==> src/async_serial_channel_regs.svh <==
`ifndef ASYNC_SERIAL_CHANNEL_REGS_SVH
`define ASYNC_SERIAL_CHANNEL_REGS_SVH
// Register byte offsets
`define ASC_OFF_MODE 8'h00
`define ASC_OFF_STATUS 8'h04
`define ASC_OFF_CMD 8'h08
`define ASC_OFF_DATA 8'h0c
`define ASC_OFF_CLKSEL 8'h10
`define ASC_OFF_DIV 8'h14
`define ASC_OFF_ISR 8'h18
`define ASC_OFF_IMR 8'h1c
`define ASC_OFF_INCHG 8'h20
`define ASC_OFF_DMA 8'h24
`define ASC_OFF_RTS 8'h28
// Mode register fields
`define ASC_MODE_LEN 1:0
`define ASC_MODE_PAR 4:2
`define ASC_MODE_STOP 6:5
`define ASC_MODE_CHAN 8:7
`define ASC_MODE_RXRTS 9
`define ASC_MODE_TXRTS 10
`define ASC_MODE_WAKE 11
`define ASC_MODE_RXIRQ 12
// Command register bits
`define ASC_CMD_RX_EN 0
`define ASC_CMD_RX_DIS 1
`define ASC_CMD_TX_EN 2
`define ASC_CMD_TX_DIS 3
`define ASC_CMD_RX_RST 4
`define ASC_CMD_TX_RST 5
`define ASC_CMD_ERR_RST 6
`define ASC_CMD_BRK_START 7
`define ASC_CMD_BRK_STOP 8
`define ASC_CMD_BRK_CLR 9
// Interrupt status bits
`define ASC_ISR_TXRDY 0
`define ASC_ISR_RX 1
`define ASC_ISR_DBRK 2
`define ASC_ISR_CTS 3
// Reset values
`define ASC_MODE_RST 13'h0013
`define ASC_DIV_RST 16'h0035
// Bit timing in oversample ticks
`define ASC_TICK_MID 5'd7
`define ASC_TICK_LAST 5'd15
`define ASC_STOP1_LAST 6'd15
`define ASC_STOP15_LAST 6'd23
`define ASC_STOP2_LAST 6'd31
`endif

==> src/async_serial_channel_pkg.sv <==
package async_serial_channel_pkg;
    typedef enum logic [2:0] {
        S_IDLE = 3'b000, S_START = 3'b001, S_DATA = 3'b011, S_PAR = 3'b010, S_STOP = 3'b110
    } frame_state_t;
    typedef enum logic [2:0] {
        PAR_EVEN = 3'd0, PAR_ODD = 3'd1, PAR_FORCE0 = 3'd2, PAR_FORCE1 = 3'd3, PAR_NONE = 3'd4
    } parity_mode_t;
    typedef enum logic [1:0] {
        CH_NORMAL = 2'd0, CH_ECHO = 2'd1, CH_LOCAL_LOOP = 2'd2, CH_REMOTE_LOOP = 2'd3
    } chan_mode_t;
endpackage

==> src/async_serial_channel.sv <==
`timescale 1ns/1ps
`default_nettype none
// Contract
// - Transmitter frames bytes with start, parity, stop
// - Serial output marks when disabled or idle in normal mode, and in local loop
// - Transmit on falling bit-clock edge, LSB first
// - Receive samples on rising edge, LSB first
// - Receiver checks start, stop, parity, break
// - Character length five to eight bits
// - Parity odd, even, none or forced
// - Stop length one, one and a half, two bits
// - Normal, echo, local and remote loop modes
// - Interrupt output is NOR of unmasked status
// - DMA requests on receive data, transmit empty
// - Clear-to-send change raises interrupt condition
// - Request-to-send driven by receiver or transmitter
// - Flag parity, framing and overrun errors
// - Detect mid-character break; generate break
// - Multidrop wake-up ignores traffic until addressed
// - Independent receive and transmit clock source
// - Four individually maskable interrupt conditions
// - Negate RTS on start while FIFO full
`include "async_serial_channel_regs.svh"
module async_serial_channel
    import async_serial_channel_pkg::*;
#(
    parameter int FIFO_DEPTH = 4,
    parameter logic [15:0] DIV_RESET = `ASC_DIV_RST
) (
    input wire logic ref_clk,
    input wire logic reset,
    input wire logic cyc_i,
    input wire logic stb_i,
    input wire logic we_i,
    input wire logic [7:0] adr_i,
    input wire logic [3:0] sel_i,
    input wire logic [31:0] dat_i,
    output logic [31:0] dat_o,
    output logic ack_o,
    input wire logic serial_rx_in,
    input wire logic clear_to_send_in_n,
    input wire logic timer_clock_pin,
    output logic serial_tx_out,
    output logic request_to_send_out_n,
    output logic irq_out_n,
    output logic rx_dma_req,
    output logic tx_dma_req
);
    localparam int PW = (FIFO_DEPTH > 1) ? $clog2(FIFO_DEPTH) : 1;
    localparam int CW = $clog2(FIFO_DEPTH + 1);

    // Parity over the active data bits
    function automatic logic parity_bit(input logic [7:0] d, input logic [1:0] len, input parity_mode_t pm);
        logic x;
        x = ^(d & (8'hff >> (2'd3 - len)));
        case (pm)
            PAR_EVEN: parity_bit = x;
            PAR_ODD: parity_bit = ~x;
            PAR_FORCE1: parity_bit = 1'b1;
            default: parity_bit = 1'b0;
        endcase
    endfunction

    // Pin synchronisers: a change counts once stages two and three agree
    logic [2:0] rx_sync_q, cts_sync_q, tmr_sync_q;
    logic rx_filt_q, cts_filt_q, tmr_filt_q, cts_prev_q, tmr_prev_q;
    always_ff @(posedge ref_clk or posedge reset) begin
        if (reset) begin
            rx_sync_q <= 3'h7;
            cts_sync_q <= 3'h7;
            tmr_sync_q <= 3'h0;
            rx_filt_q <= 1'b1;
            cts_filt_q <= 1'b1;
            tmr_filt_q <= 1'b0;
            cts_prev_q <= 1'b1;
            tmr_prev_q <= 1'b0;
        end else begin
            rx_sync_q <= {rx_sync_q[1:0], serial_rx_in};
            cts_sync_q <= {cts_sync_q[1:0], clear_to_send_in_n};
            tmr_sync_q <= {tmr_sync_q[1:0], timer_clock_pin};
            if (rx_sync_q[1] == rx_sync_q[2]) rx_filt_q <= rx_sync_q[2];
            if (cts_sync_q[1] == cts_sync_q[2]) cts_filt_q <= cts_sync_q[2];
            if (tmr_sync_q[1] == tmr_sync_q[2]) tmr_filt_q <= tmr_sync_q[2];
            cts_prev_q <= cts_filt_q;
            tmr_prev_q <= tmr_filt_q;
        end
    end

    // Bus decode
    logic ack_q, hit, wr, rd;
    logic [12:0] mode_q;
    logic [1:0] clksel_q, dma_q;
    logic [15:0] div_q, div_cnt_q;
    logic [3:0] imr_q, isr_w;
    logic rts_man_q;
    assign hit = cyc_i & stb_i & ~ack_q;
    assign wr = hit & we_i & sel_i[0];
    assign rd = hit & ~we_i;
    assign ack_o = ack_q;

    logic [1:0] len;
    parity_mode_t pmode;
    chan_mode_t chan;
    assign len = mode_q[`ASC_MODE_LEN];
    assign pmode = parity_mode_t'(mode_q[`ASC_MODE_PAR]);
    assign chan = chan_mode_t'(mode_q[`ASC_MODE_CHAN]);

    logic [9:0] cmd;
    assign cmd = (wr && adr_i == `ASC_OFF_CMD) ? {dat_i[9:8] & {2{sel_i[1]}}, dat_i[7:0]} : 10'h000;

    always_ff @(posedge ref_clk or posedge reset) begin
        if (reset) begin
            mode_q <= `ASC_MODE_RST;
            clksel_q <= 2'h0;
            div_q <= DIV_RESET;
            imr_q <= 4'h0;
            dma_q <= 2'h0;
            rts_man_q <= 1'b0;
        end else if (wr) begin
            if (adr_i == `ASC_OFF_MODE) begin
                mode_q[7:0] <= dat_i[7:0];
                if (sel_i[1]) mode_q[12:8] <= dat_i[12:8];
            end else if (adr_i == `ASC_OFF_CLKSEL) begin
                clksel_q <= dat_i[1:0];
            end else if (adr_i == `ASC_OFF_DIV) begin
                div_q[7:0] <= dat_i[7:0];
                if (sel_i[1]) div_q[15:8] <= dat_i[15:8];
            end else if (adr_i == `ASC_OFF_IMR) begin
                imr_q <= dat_i[3:0];
            end else if (adr_i == `ASC_OFF_DMA) begin
                dma_q <= dat_i[1:0];
            end else if (adr_i == `ASC_OFF_RTS) begin
                rts_man_q <= dat_i[0];
            end
        end
    end

    // Oversample tick: sixteen per bit from the divider or the timer pin
    logic div_tick, tmr_tick, rx_tick, tx_tick;
    assign div_tick = (div_cnt_q == 16'h0000);
    assign tmr_tick = tmr_filt_q & ~tmr_prev_q;
    assign rx_tick = clksel_q[0] ? tmr_tick : div_tick;
    assign tx_tick = clksel_q[1] ? tmr_tick : div_tick;
    always_ff @(posedge ref_clk or posedge reset) begin
        if (reset) div_cnt_q <= 16'h0000;
        else if (div_tick) div_cnt_q <= div_q;
        else div_cnt_q <= div_cnt_q - 16'h0001;
    end

    // Enables and break control
    logic rx_en_q, tx_en_q, brk_q;
    always_ff @(posedge ref_clk or posedge reset) begin
        if (reset) begin
            rx_en_q <= 1'b0;
            tx_en_q <= 1'b0;
            brk_q <= 1'b0;
        end else begin
            if (cmd[`ASC_CMD_RX_DIS] || cmd[`ASC_CMD_RX_RST]) rx_en_q <= 1'b0;
            else if (cmd[`ASC_CMD_RX_EN]) rx_en_q <= 1'b1;
            if (cmd[`ASC_CMD_TX_DIS] || cmd[`ASC_CMD_TX_RST]) tx_en_q <= 1'b0;
            else if (cmd[`ASC_CMD_TX_EN]) tx_en_q <= 1'b1;
            if (cmd[`ASC_CMD_BRK_STOP] || cmd[`ASC_CMD_TX_RST]) brk_q <= 1'b0;
            else if (cmd[`ASC_CMD_BRK_START]) brk_q <= 1'b1;
        end
    end

    // Transmitter
    frame_state_t tx_state_q;
    logic [5:0] tx_cnt_q, stop_last;
    logic [2:0] tx_bit_q;
    logic [7:0] tx_shift_q, thr_q;
    logic thr_full_q, tx_line_q, tx_par_q, tx_load, tx_bit_end;
    always_comb begin
        case (mode_q[`ASC_MODE_STOP])
            2'd1: stop_last = `ASC_STOP15_LAST;
            2'd2: stop_last = `ASC_STOP2_LAST;
            default: stop_last = `ASC_STOP1_LAST;
        endcase
    end
    assign tx_bit_end = tx_tick && tx_cnt_q[4:0] == `ASC_TICK_LAST;
    assign tx_load = tx_tick && tx_en_q && thr_full_q &&
        (tx_state_q == S_IDLE || (tx_state_q == S_STOP && tx_cnt_q == stop_last));
    always_ff @(posedge ref_clk or posedge reset) begin
        if (reset) begin
            thr_q <= 8'h00;
            thr_full_q <= 1'b0;
        end else if (cmd[`ASC_CMD_TX_RST]) begin
            thr_full_q <= 1'b0;
        end else if (wr && adr_i == `ASC_OFF_DATA) begin
            thr_q <= dat_i[7:0];
            thr_full_q <= 1'b1;
        end else if (tx_load) begin
            thr_full_q <= 1'b0;
        end
    end
    // Output bits change where the tick count wraps: the falling bit-clock edge
    always_ff @(posedge ref_clk or posedge reset) begin
        if (reset) begin
            tx_state_q <= S_IDLE;
            tx_cnt_q <= 6'h00;
            tx_bit_q <= 3'h0;
            tx_shift_q <= 8'h00;
            tx_par_q <= 1'b0;
            tx_line_q <= 1'b1;
        end else if (cmd[`ASC_CMD_TX_RST]) begin
            tx_state_q <= S_IDLE;
            tx_line_q <= 1'b1;
        end else if (tx_load) begin
            tx_state_q <= S_START;
            tx_cnt_q <= 6'h00;
            tx_bit_q <= 3'h0;
            tx_shift_q <= thr_q;
            tx_par_q <= parity_bit(thr_q, len, pmode);
            tx_line_q <= 1'b0;
        end else if (tx_tick && tx_state_q != S_IDLE) begin
            tx_cnt_q <= tx_bit_end ? 6'h00 : tx_cnt_q + 6'h01;
            case (tx_state_q)
                S_START: if (tx_bit_end) begin
                    tx_state_q <= S_DATA;
                    tx_line_q <= tx_shift_q[0];
                    tx_shift_q <= tx_shift_q >> 1;
                end
                S_DATA: if (tx_bit_end) begin
                    tx_bit_q <= tx_bit_q + 3'h1;
                    if (tx_bit_q == {1'b0, len} + 3'd4) begin
                        tx_state_q <= (pmode == PAR_NONE) ? S_STOP : S_PAR;
                        tx_line_q <= (pmode == PAR_NONE) ? 1'b1 : tx_par_q;
                    end else begin
                        tx_line_q <= tx_shift_q[0];
                        tx_shift_q <= tx_shift_q >> 1;
                    end
                end
                S_PAR: if (tx_bit_end) begin
                    tx_state_q <= S_STOP;
                    tx_line_q <= 1'b1;
                end
                S_STOP: begin
                    tx_cnt_q <= tx_cnt_q + 6'h01;
                    if (tx_cnt_q == stop_last) begin
                        tx_state_q <= S_IDLE;
                        tx_cnt_q <= 6'h00;
                    end
                end
                default: tx_state_q <= S_IDLE;
            endcase
        end
    end

    // Receiver
    frame_state_t rx_state_q;
    logic [4:0] rx_cnt_q;
    logic [2:0] rx_bit_q;
    logic [7:0] rx_shift_q, rx_data;
    logic rx_par_q, rx_zero_q, rx_brk_q, rx_line, rx_mid, rx_done, brk_end;
    logic addressed_q, rx_accept, rx_fifo_full, rx_char_ready, par_err;
    assign rx_line = (chan == CH_LOCAL_LOOP) ? (tx_line_q & ~brk_q) : rx_filt_q;
    assign rx_mid = rx_tick && rx_state_q == S_START && rx_cnt_q == `ASC_TICK_MID;
    assign rx_done = rx_tick && rx_state_q == S_STOP && rx_cnt_q == `ASC_TICK_LAST;
    assign brk_end = rx_tick && rx_state_q == S_IDLE && rx_brk_q && rx_line;
    assign rx_data = rx_shift_q >> (2'd3 - len);
    assign par_err = pmode != PAR_NONE && !mode_q[`ASC_MODE_WAKE] &&
        rx_par_q != parity_bit(rx_data, len, pmode);
    // Wake-up mode: the parity slot flags address characters
    assign rx_accept = rx_done && chan != CH_REMOTE_LOOP &&
        (!mode_q[`ASC_MODE_WAKE] || addressed_q || rx_par_q);
    always_ff @(posedge ref_clk or posedge reset) begin
        if (reset) begin
            rx_state_q <= S_IDLE;
            rx_cnt_q <= 5'h00;
            rx_bit_q <= 3'h0;
            rx_shift_q <= 8'h00;
            rx_par_q <= 1'b0;
            rx_zero_q <= 1'b0;
            rx_brk_q <= 1'b0;
        end else if (cmd[`ASC_CMD_RX_RST]) begin
            rx_state_q <= S_IDLE;
            rx_brk_q <= 1'b0;
        end else if (rx_tick) begin
            rx_cnt_q <= rx_cnt_q + 5'h01;
            case (rx_state_q)
                S_IDLE: begin
                    rx_cnt_q <= 5'h00;
                    if (brk_end) rx_brk_q <= 1'b0;
                    else if (rx_en_q && !rx_brk_q && !rx_line) rx_state_q <= S_START;
                end
                S_START: if (rx_cnt_q == `ASC_TICK_MID) begin
                    rx_cnt_q <= 5'h00;
                    rx_bit_q <= 3'h0;
                    rx_zero_q <= 1'b1;
                    rx_state_q <= rx_line ? S_IDLE : S_DATA;
                end
                S_DATA: if (rx_cnt_q == `ASC_TICK_LAST) begin
                    rx_cnt_q <= 5'h00;
                    rx_shift_q <= {rx_line, rx_shift_q[7:1]};
                    rx_zero_q <= rx_zero_q & ~rx_line;
                    rx_bit_q <= rx_bit_q + 3'h1;
                    if (rx_bit_q == {1'b0, len} + 3'd4) begin
                        rx_state_q <= (pmode == PAR_NONE && !mode_q[`ASC_MODE_WAKE]) ? S_STOP : S_PAR;
                    end
                end
                S_PAR: if (rx_cnt_q == `ASC_TICK_LAST) begin
                    rx_cnt_q <= 5'h00;
                    rx_par_q <= rx_line;
                    rx_zero_q <= rx_zero_q & ~rx_line;
                    rx_state_q <= S_STOP;
                end
                S_STOP: if (rx_cnt_q == `ASC_TICK_LAST) begin
                    rx_state_q <= S_IDLE;
                    rx_brk_q <= rx_zero_q & ~rx_line;
                end
                default: rx_state_q <= S_IDLE;
            endcase
        end
    end

    always_ff @(posedge ref_clk or posedge reset) begin
        if (reset) addressed_q <= 1'b0;
        else if (cmd[`ASC_CMD_RX_RST]) addressed_q <= 1'b0;
        else if (rx_accept && mode_q[`ASC_MODE_WAKE] && rx_par_q) addressed_q <= 1'b1;
    end

    // Receive FIFO: break, framing, parity flags above the data byte
    logic [10:0] fifo_q [FIFO_DEPTH];
    logic [10:0] head_w;
    logic [PW-1:0] wr_ptr_q, rd_ptr_q;
    logic [CW-1:0] count_q;
    logic push, pop, overrun_q;
    assign rx_fifo_full = count_q == CW'(FIFO_DEPTH);
    assign rx_char_ready = count_q != '0;
    assign push = rx_accept && !rx_fifo_full;
    assign pop = rd && adr_i == `ASC_OFF_DATA && rx_char_ready;
    assign head_w = fifo_q[rd_ptr_q];
    always_ff @(posedge ref_clk) begin
        if (push) fifo_q[wr_ptr_q] <= {rx_zero_q & ~rx_line, ~rx_line, par_err, rx_data};
    end
    always_ff @(posedge ref_clk or posedge reset) begin
        if (reset) begin
            wr_ptr_q <= '0;
            rd_ptr_q <= '0;
            count_q <= '0;
        end else if (cmd[`ASC_CMD_RX_RST]) begin
            wr_ptr_q <= '0;
            rd_ptr_q <= '0;
            count_q <= '0;
        end else begin
            if (push) wr_ptr_q <= (wr_ptr_q == PW'(FIFO_DEPTH - 1)) ? '0 : wr_ptr_q + PW'(1);
            if (pop) rd_ptr_q <= (rd_ptr_q == PW'(FIFO_DEPTH - 1)) ? '0 : rd_ptr_q + PW'(1);
            if (push && !pop) count_q <= count_q + CW'(1);
            else if (pop && !push) count_q <= count_q - CW'(1);
        end
    end
    // Sticky event flags: a new event wins over a clear in the same cycle
    logic cts_delta_q, dbrk_q;
    always_ff @(posedge ref_clk or posedge reset) begin
        if (reset) begin
            overrun_q <= 1'b0;
            cts_delta_q <= 1'b0;
            dbrk_q <= 1'b0;
        end else begin
            if (rx_accept && rx_fifo_full) overrun_q <= 1'b1;
            else if (cmd[`ASC_CMD_ERR_RST] || cmd[`ASC_CMD_RX_RST]) overrun_q <= 1'b0;
            if (cts_filt_q != cts_prev_q) cts_delta_q <= 1'b1;
            else if (rd && adr_i == `ASC_OFF_INCHG) cts_delta_q <= 1'b0;
            if ((rx_done && rx_zero_q && !rx_line) || brk_end) dbrk_q <= 1'b1;
            else if (cmd[`ASC_CMD_BRK_CLR]) dbrk_q <= 1'b0;
        end
    end

    // Flow control: receiver or transmitter may own request-to-send
    logic rts_neg_q, rts_assert, rx_rts, tx_rts, rts_n_q;
    assign rx_rts = mode_q[`ASC_MODE_RXRTS] & ~mode_q[`ASC_MODE_TXRTS];
    assign tx_rts = mode_q[`ASC_MODE_TXRTS] & ~mode_q[`ASC_MODE_RXRTS];
    always_ff @(posedge ref_clk or posedge reset) begin
        if (reset) rts_neg_q <= 1'b0;
        else if (rx_mid && !rx_line && rx_fifo_full) rts_neg_q <= 1'b1;
        else if (!rx_fifo_full) rts_neg_q <= 1'b0;
    end
    always_comb begin
        if (rx_rts) rts_assert = rts_man_q & ~rts_neg_q;
        else if (tx_rts) rts_assert = thr_full_q | (tx_state_q != S_IDLE);
        else rts_assert = rts_man_q;
    end

    // Interrupt conditions and outputs
    assign isr_w = {cts_delta_q, dbrk_q,
        mode_q[`ASC_MODE_RXIRQ] ? rx_fifo_full : rx_char_ready, tx_en_q & ~thr_full_q};
    logic irq_n_q, tx_pin_q;
    always_ff @(posedge ref_clk or posedge reset) begin
        if (reset) begin
            irq_n_q <= 1'b1;
            rts_n_q <= 1'b1;
            tx_pin_q <= 1'b1;
        end else begin
            irq_n_q <= ~|(isr_w & imr_q);
            rts_n_q <= ~rts_assert;
            case (chan)
                CH_ECHO, CH_REMOTE_LOOP: tx_pin_q <= rx_filt_q;
                CH_LOCAL_LOOP: tx_pin_q <= 1'b1;
                default: tx_pin_q <= tx_line_q & ~brk_q;
            endcase
        end
    end
    assign irq_out_n = irq_n_q;
    assign request_to_send_out_n = rts_n_q;
    assign serial_tx_out = tx_pin_q;
    assign rx_dma_req = dma_q[0] & rx_char_ready;
    assign tx_dma_req = dma_q[1] & tx_en_q & ~thr_full_q;

    // Bus read data and single-cycle acknowledge
    logic [31:0] rdata;
    always_comb begin
        rdata = 32'h0000_0000;
        if (adr_i == `ASC_OFF_MODE) rdata = {19'h0, mode_q};
        else if (adr_i == `ASC_OFF_STATUS)
            rdata = {24'h0, head_w[10:8] & {3{rx_char_ready}}, overrun_q,
                tx_state_q == S_IDLE && !thr_full_q, tx_en_q & ~thr_full_q, rx_fifo_full, rx_char_ready};
        else if (adr_i == `ASC_OFF_DATA) rdata = {24'h0, rx_char_ready ? head_w[7:0] : 8'hff};
        else if (adr_i == `ASC_OFF_CLKSEL) rdata = {30'h0, clksel_q};
        else if (adr_i == `ASC_OFF_DIV) rdata = {16'h0, div_q};
        else if (adr_i == `ASC_OFF_ISR) rdata = {28'h0, isr_w};
        else if (adr_i == `ASC_OFF_IMR) rdata = {28'h0, imr_q};
        else if (adr_i == `ASC_OFF_INCHG) rdata = {30'h0, cts_delta_q, cts_filt_q};
        else if (adr_i == `ASC_OFF_DMA) rdata = {30'h0, dma_q};
        else if (adr_i == `ASC_OFF_RTS) rdata = {31'h0, rts_man_q};
    end
    always_ff @(posedge ref_clk or posedge reset) begin
        if (reset) begin
            ack_q <= 1'b0;
            dat_o <= 32'h0000_0000;
        end else begin
            ack_q <= hit;
            if (rd) dat_o <= rdata;
        end
    end
endmodule
`default_nettype wire

==> config.mk <==
export PLATFORM = sky130hd
export DESIGN_NAME = async_serial_channel
export DESIGN_NICKNAME = d
export VERILOG_FILES = /design/src/async_serial_channel_pkg.sv /design/src/async_serial_channel.sv
export VERILOG_INCLUDE_DIRS = /design/src
export SDC_FILE = /design/constraint.sdc
export NUM_CORES = 1
export LEC_CHECK = 0
export BUFFER_PORTS_ARGS = -buffer_cell sky130_fd_sc_hd__buf_2
export CORE_AREA = 5 5 164 166
export DETAILED_ROUTE_END_ITERATION = 10
export DIE_AREA = 0 0 169 171
export PLACE_DENSITY = 0.69
export SLEW_MARGIN = 20
export SYNTH_ARGS = -nofsm -noshare
export SYNTH_HDL_FRONTEND = slang
export SYNTH_SLANG_ARGS = --single-unit
==> constraint.sdc <==
create_clock -name ref_clk -period 15.45 [get_ports ref_clk]
set_input_delay 2.3175 -clock ref_clk [delete_from_list [all_inputs] [get_ports ref_clk]]
set_output_delay 2.3175 -clock ref_clk [all_outputs]
set_load 0.03 [all_outputs]
==> results.md <==
* Status: finished clean
* Routing usage on met3 at 0.0367
* Area of the multi-input gates at 0.00432 sq mm
* Hold path depth at 0
* CTS Buf Count at 17
* Global Route met1 Usage at 0.208
* Row count at 59
* Fraction of layout cells with a size suffix above 1 at 0.212
* Vias in the first global route at 6660
* Worst Hold End: cts_sync_q[1]
* GR Util met2 at 0.260
* Worst-Skew Late Latency at 440 ps
* Synth area leaders: dfrtp_1, edfxtp_1, mux2_2
* Slowest-stage cell, CP: nor3_2
* Antenna violations before repair at 1
* Total of max-cap violations at 0
* Core ar. at 0.0255 sq mm
* GRT Total Usage at 0.159
* Post-CTS sizing at 0
* Antenna Cells at 0
* Via/cell ratio at 5.41
* DR pass1 iterations at 5
* Worst Hold Launch: cts_sync_q[0]
* Data arrival time of the worst path at 4980 ps
* HP Class: flop to flop
* Dpl hpwl at 16400 microns
* R2R cell count at 6
* Post-synth top area share at 0.345
* Htree depth at 4
* IO buf count at 55
* Post-layout min period at 4670 ps
* Synth Register Bits at 200
* CTS clk-pin slew, worst paths at 70 ps
* RSZ-0062 raised after global routing: no
* Crit end category: flop
* Reg2Reg Setup Slack at 12190 ps
* WP data required at 15760 ps
* Fill cells at 2405
* Syn Inst Count at 884
* Slew Limit Fails at 0
* Pleak at 4.59 nW
* Final wirelength at 22900 microns
* Synth cell count leaders: dfrtp_1, nor2_1, nand2_1, mux2_2, a21oi_1
* Slew @ Worst Pin at 895 ps
* Tcrit/Tclk final at 0.302
* Synthesis-to-layout area growth at 11.4%
* Cts hold-fix bufs at 0
* Fin. Hold Viols at 0
* Seq/Total Area, Yosys at 0.532
* Cell Area, Synth at 0.00987 sq mm
* Distinct cells, synth at 72
* Worst r2r dst: fifo_q[1][8]
* Initial DRC count at 704
* Max incr delay on CP at 600 ps
* First-pass GRT wire length at 35900 microns
* Nets at 998
* Ys flop type: dfrtp_1
* Power Density at 108 mW/mm^2
* Die X at 169 microns
* Clk buf depth at 2
* Count of final setup violators at 0
* Synthesized area per cell at 11.2 sq um
* Die H at 171 microns
* Setup tns final at 0 ps
* Drc violations at 0
* I/O pin count at 90
* Grt ovf at 0
* Pin count of the biggest net entering global routing at 80
* CTS Root Cell: clkbuf_16
* Final Util at 0.432
* Startpoint Class: input pin
* Most common cell in the netlist: dfrtp_1
* Die ar. at 0.0289 sq mm
* Starting Density at 0.388
* Seq. cell area at 0.00525 sq mm
* Slew headroom at 0.398
* Sink Count at 200
* Antenna-violating nets left at 0
* Post-synth EDFFs at 44
* Worst-path fanout max at 8
* Routability cong. at 0.912
* R2r startpoint: mode_q[0]
* # Post-CTS Setup Buffers at 0
* Cells along the critical path: buf_2, nor4_4, nand4_1, nor3_2, nor2b_1, fa_1, and2_1, mux2i_1, xor2_1, nor2_1
* Cell taking the most area after synthesis: dfrtp_1
* Vias at 6918
* Yosys warns at 0
* Max VDD drop at 67.6 uV
* Global route hottest layer: met2
* Total power at 1.18 mW
* Share of synthesized flip-flops with an asynchronous set or reset at 0.780
* CTS tree: done
* FMAX at 0.214 GHz
* Setup CP Type: input pin to flop
* Final Skew at 9.72 ps
* WL/cell at 17.9 microns
critical path, delay by kind of cell:
family                   cells  cell delay [ps]
adder cells (fa/ha/maj)      1              390
buffers and inverters        1              160
AND/OR/NAND/NOR              6             1790
multiplexers                 1              150
XOR/XNOR                     1              160
worst max path at each step:
stage	start	to	slack, ps	cells past startpoint
2_1_floorplan	reset	ack_o	8960	1
3_3_place_gp	adr_i[5]	count_q[2]	10400	10
3_5_place_dp	adr_i[5]	count_q[2]	10350	10
4_1_cts	adr_i[5]	count_q[2]	10780	10
5_1_grt	adr_i[5]	count_q[2]	10560	10
6_report	adr_i[4]	count_q[2]	10780	10
through the flow:
| step | setup WS, ps | hold slack [ps] | instance area, sq um | cells |
|---|---|---|---|---|
| after detailed placement | 10350 | 341 | 10400 | 1246 |
| after global routing | 10560 | 363 | 11000 | 1278 |
| after CTS | 10780 | 358 | 11000 | 1278 |
| final | 10780 | 358 | 11000 | 1278 |
| after global placement | 10400 | 335 | 10400 | 1246 |
| after floorplan | 8960 | 331 | 9930 | 899 |
power breakdown:
| group | switching [mW] | internal, mW |
|---|---|---|
| clock network | 0.216 | 0.224 |
| registers | 0.0359 | 0.574 |
| logic | 0.0785 | 0.0552 |
| total | 0.330 | 0.853 |
layer usage:
metal  vias up  routed length [microns]
met5         -                       13
met4         2                      665
met3        50                     1460
met2       222                    10800
met1      3390                     9960
li1       3254                        -
sequential cells by signal, indices dropped and copies added (netlist names), 3 cells and up:
| name | cells |
|---|---|
| rx_cnt_q | 5 |
| tx_cnt_q | 6 |
| rx_state_q | 3 |
| count_q | 3 |
| thr_q | 8 |
| imr_q | 4 |
| tx_state_q | 3 |
| fifo_q | 44 |
| mode_q | 13 |
| div_q | 16 |
| rx_sync_q | 3 |
| dat_o | 16 |
| tmr_sync_q | 3 |
| rx_shift_q | 8 |
| cts_sync_q | 3 |
| div_cnt_q | 16 |
| tx_bit_q | 3 |
| tx_shift_q | 8 |
| rx_bit_q | 3 |
placed cells by master (no fill, tap or decap), types with 7 or more instances in the layout:
cell         n
nor3_1      23
dfrtp_1    136
conb_1      16
edfxtp_1    44
ha_1        15
mux4_2      12
o21ai_0     41
xnor2_1     33
nand3_1     27
nand4_1      7
dfstp_2     20
mux2_2      55
and2_1      11
clkbuf_16   18
xor2_1       7
a221oi_1    10
nor2_1      92
a21oi_1     45
nand2_1     72
nor2b_1     10
buf_2       55
a31oi_1     16
mux2i_1     28
inv_1       26
kinds of logic after synthesis:
logic type                 after synthesis  synth area share
AOI/OAI and AO/OA                      169             0.110
xor gates and xnor gates                41            0.0371
adders and majority gates               19            0.0241
buffers and inverters                   75            0.0359
DFF                                    200             0.532
muxes                                   95             0.119
other                                    1          0.000380
and+or+nand+nor                        284             0.142
layout make-up:
cell class | instances | share of cell area
clock inverter | 14 | 0.0121
multi-input combinational | 624 | 0.393
sequential | 200 | 0.477
clock buffer | 18 | 0.0410
tap | 335 | 0.0381
inverter | 27 | 0.00967
timing repair buffer | 60 | 0.0288
No activity file was read; power rests on OpenSTA's default activity.
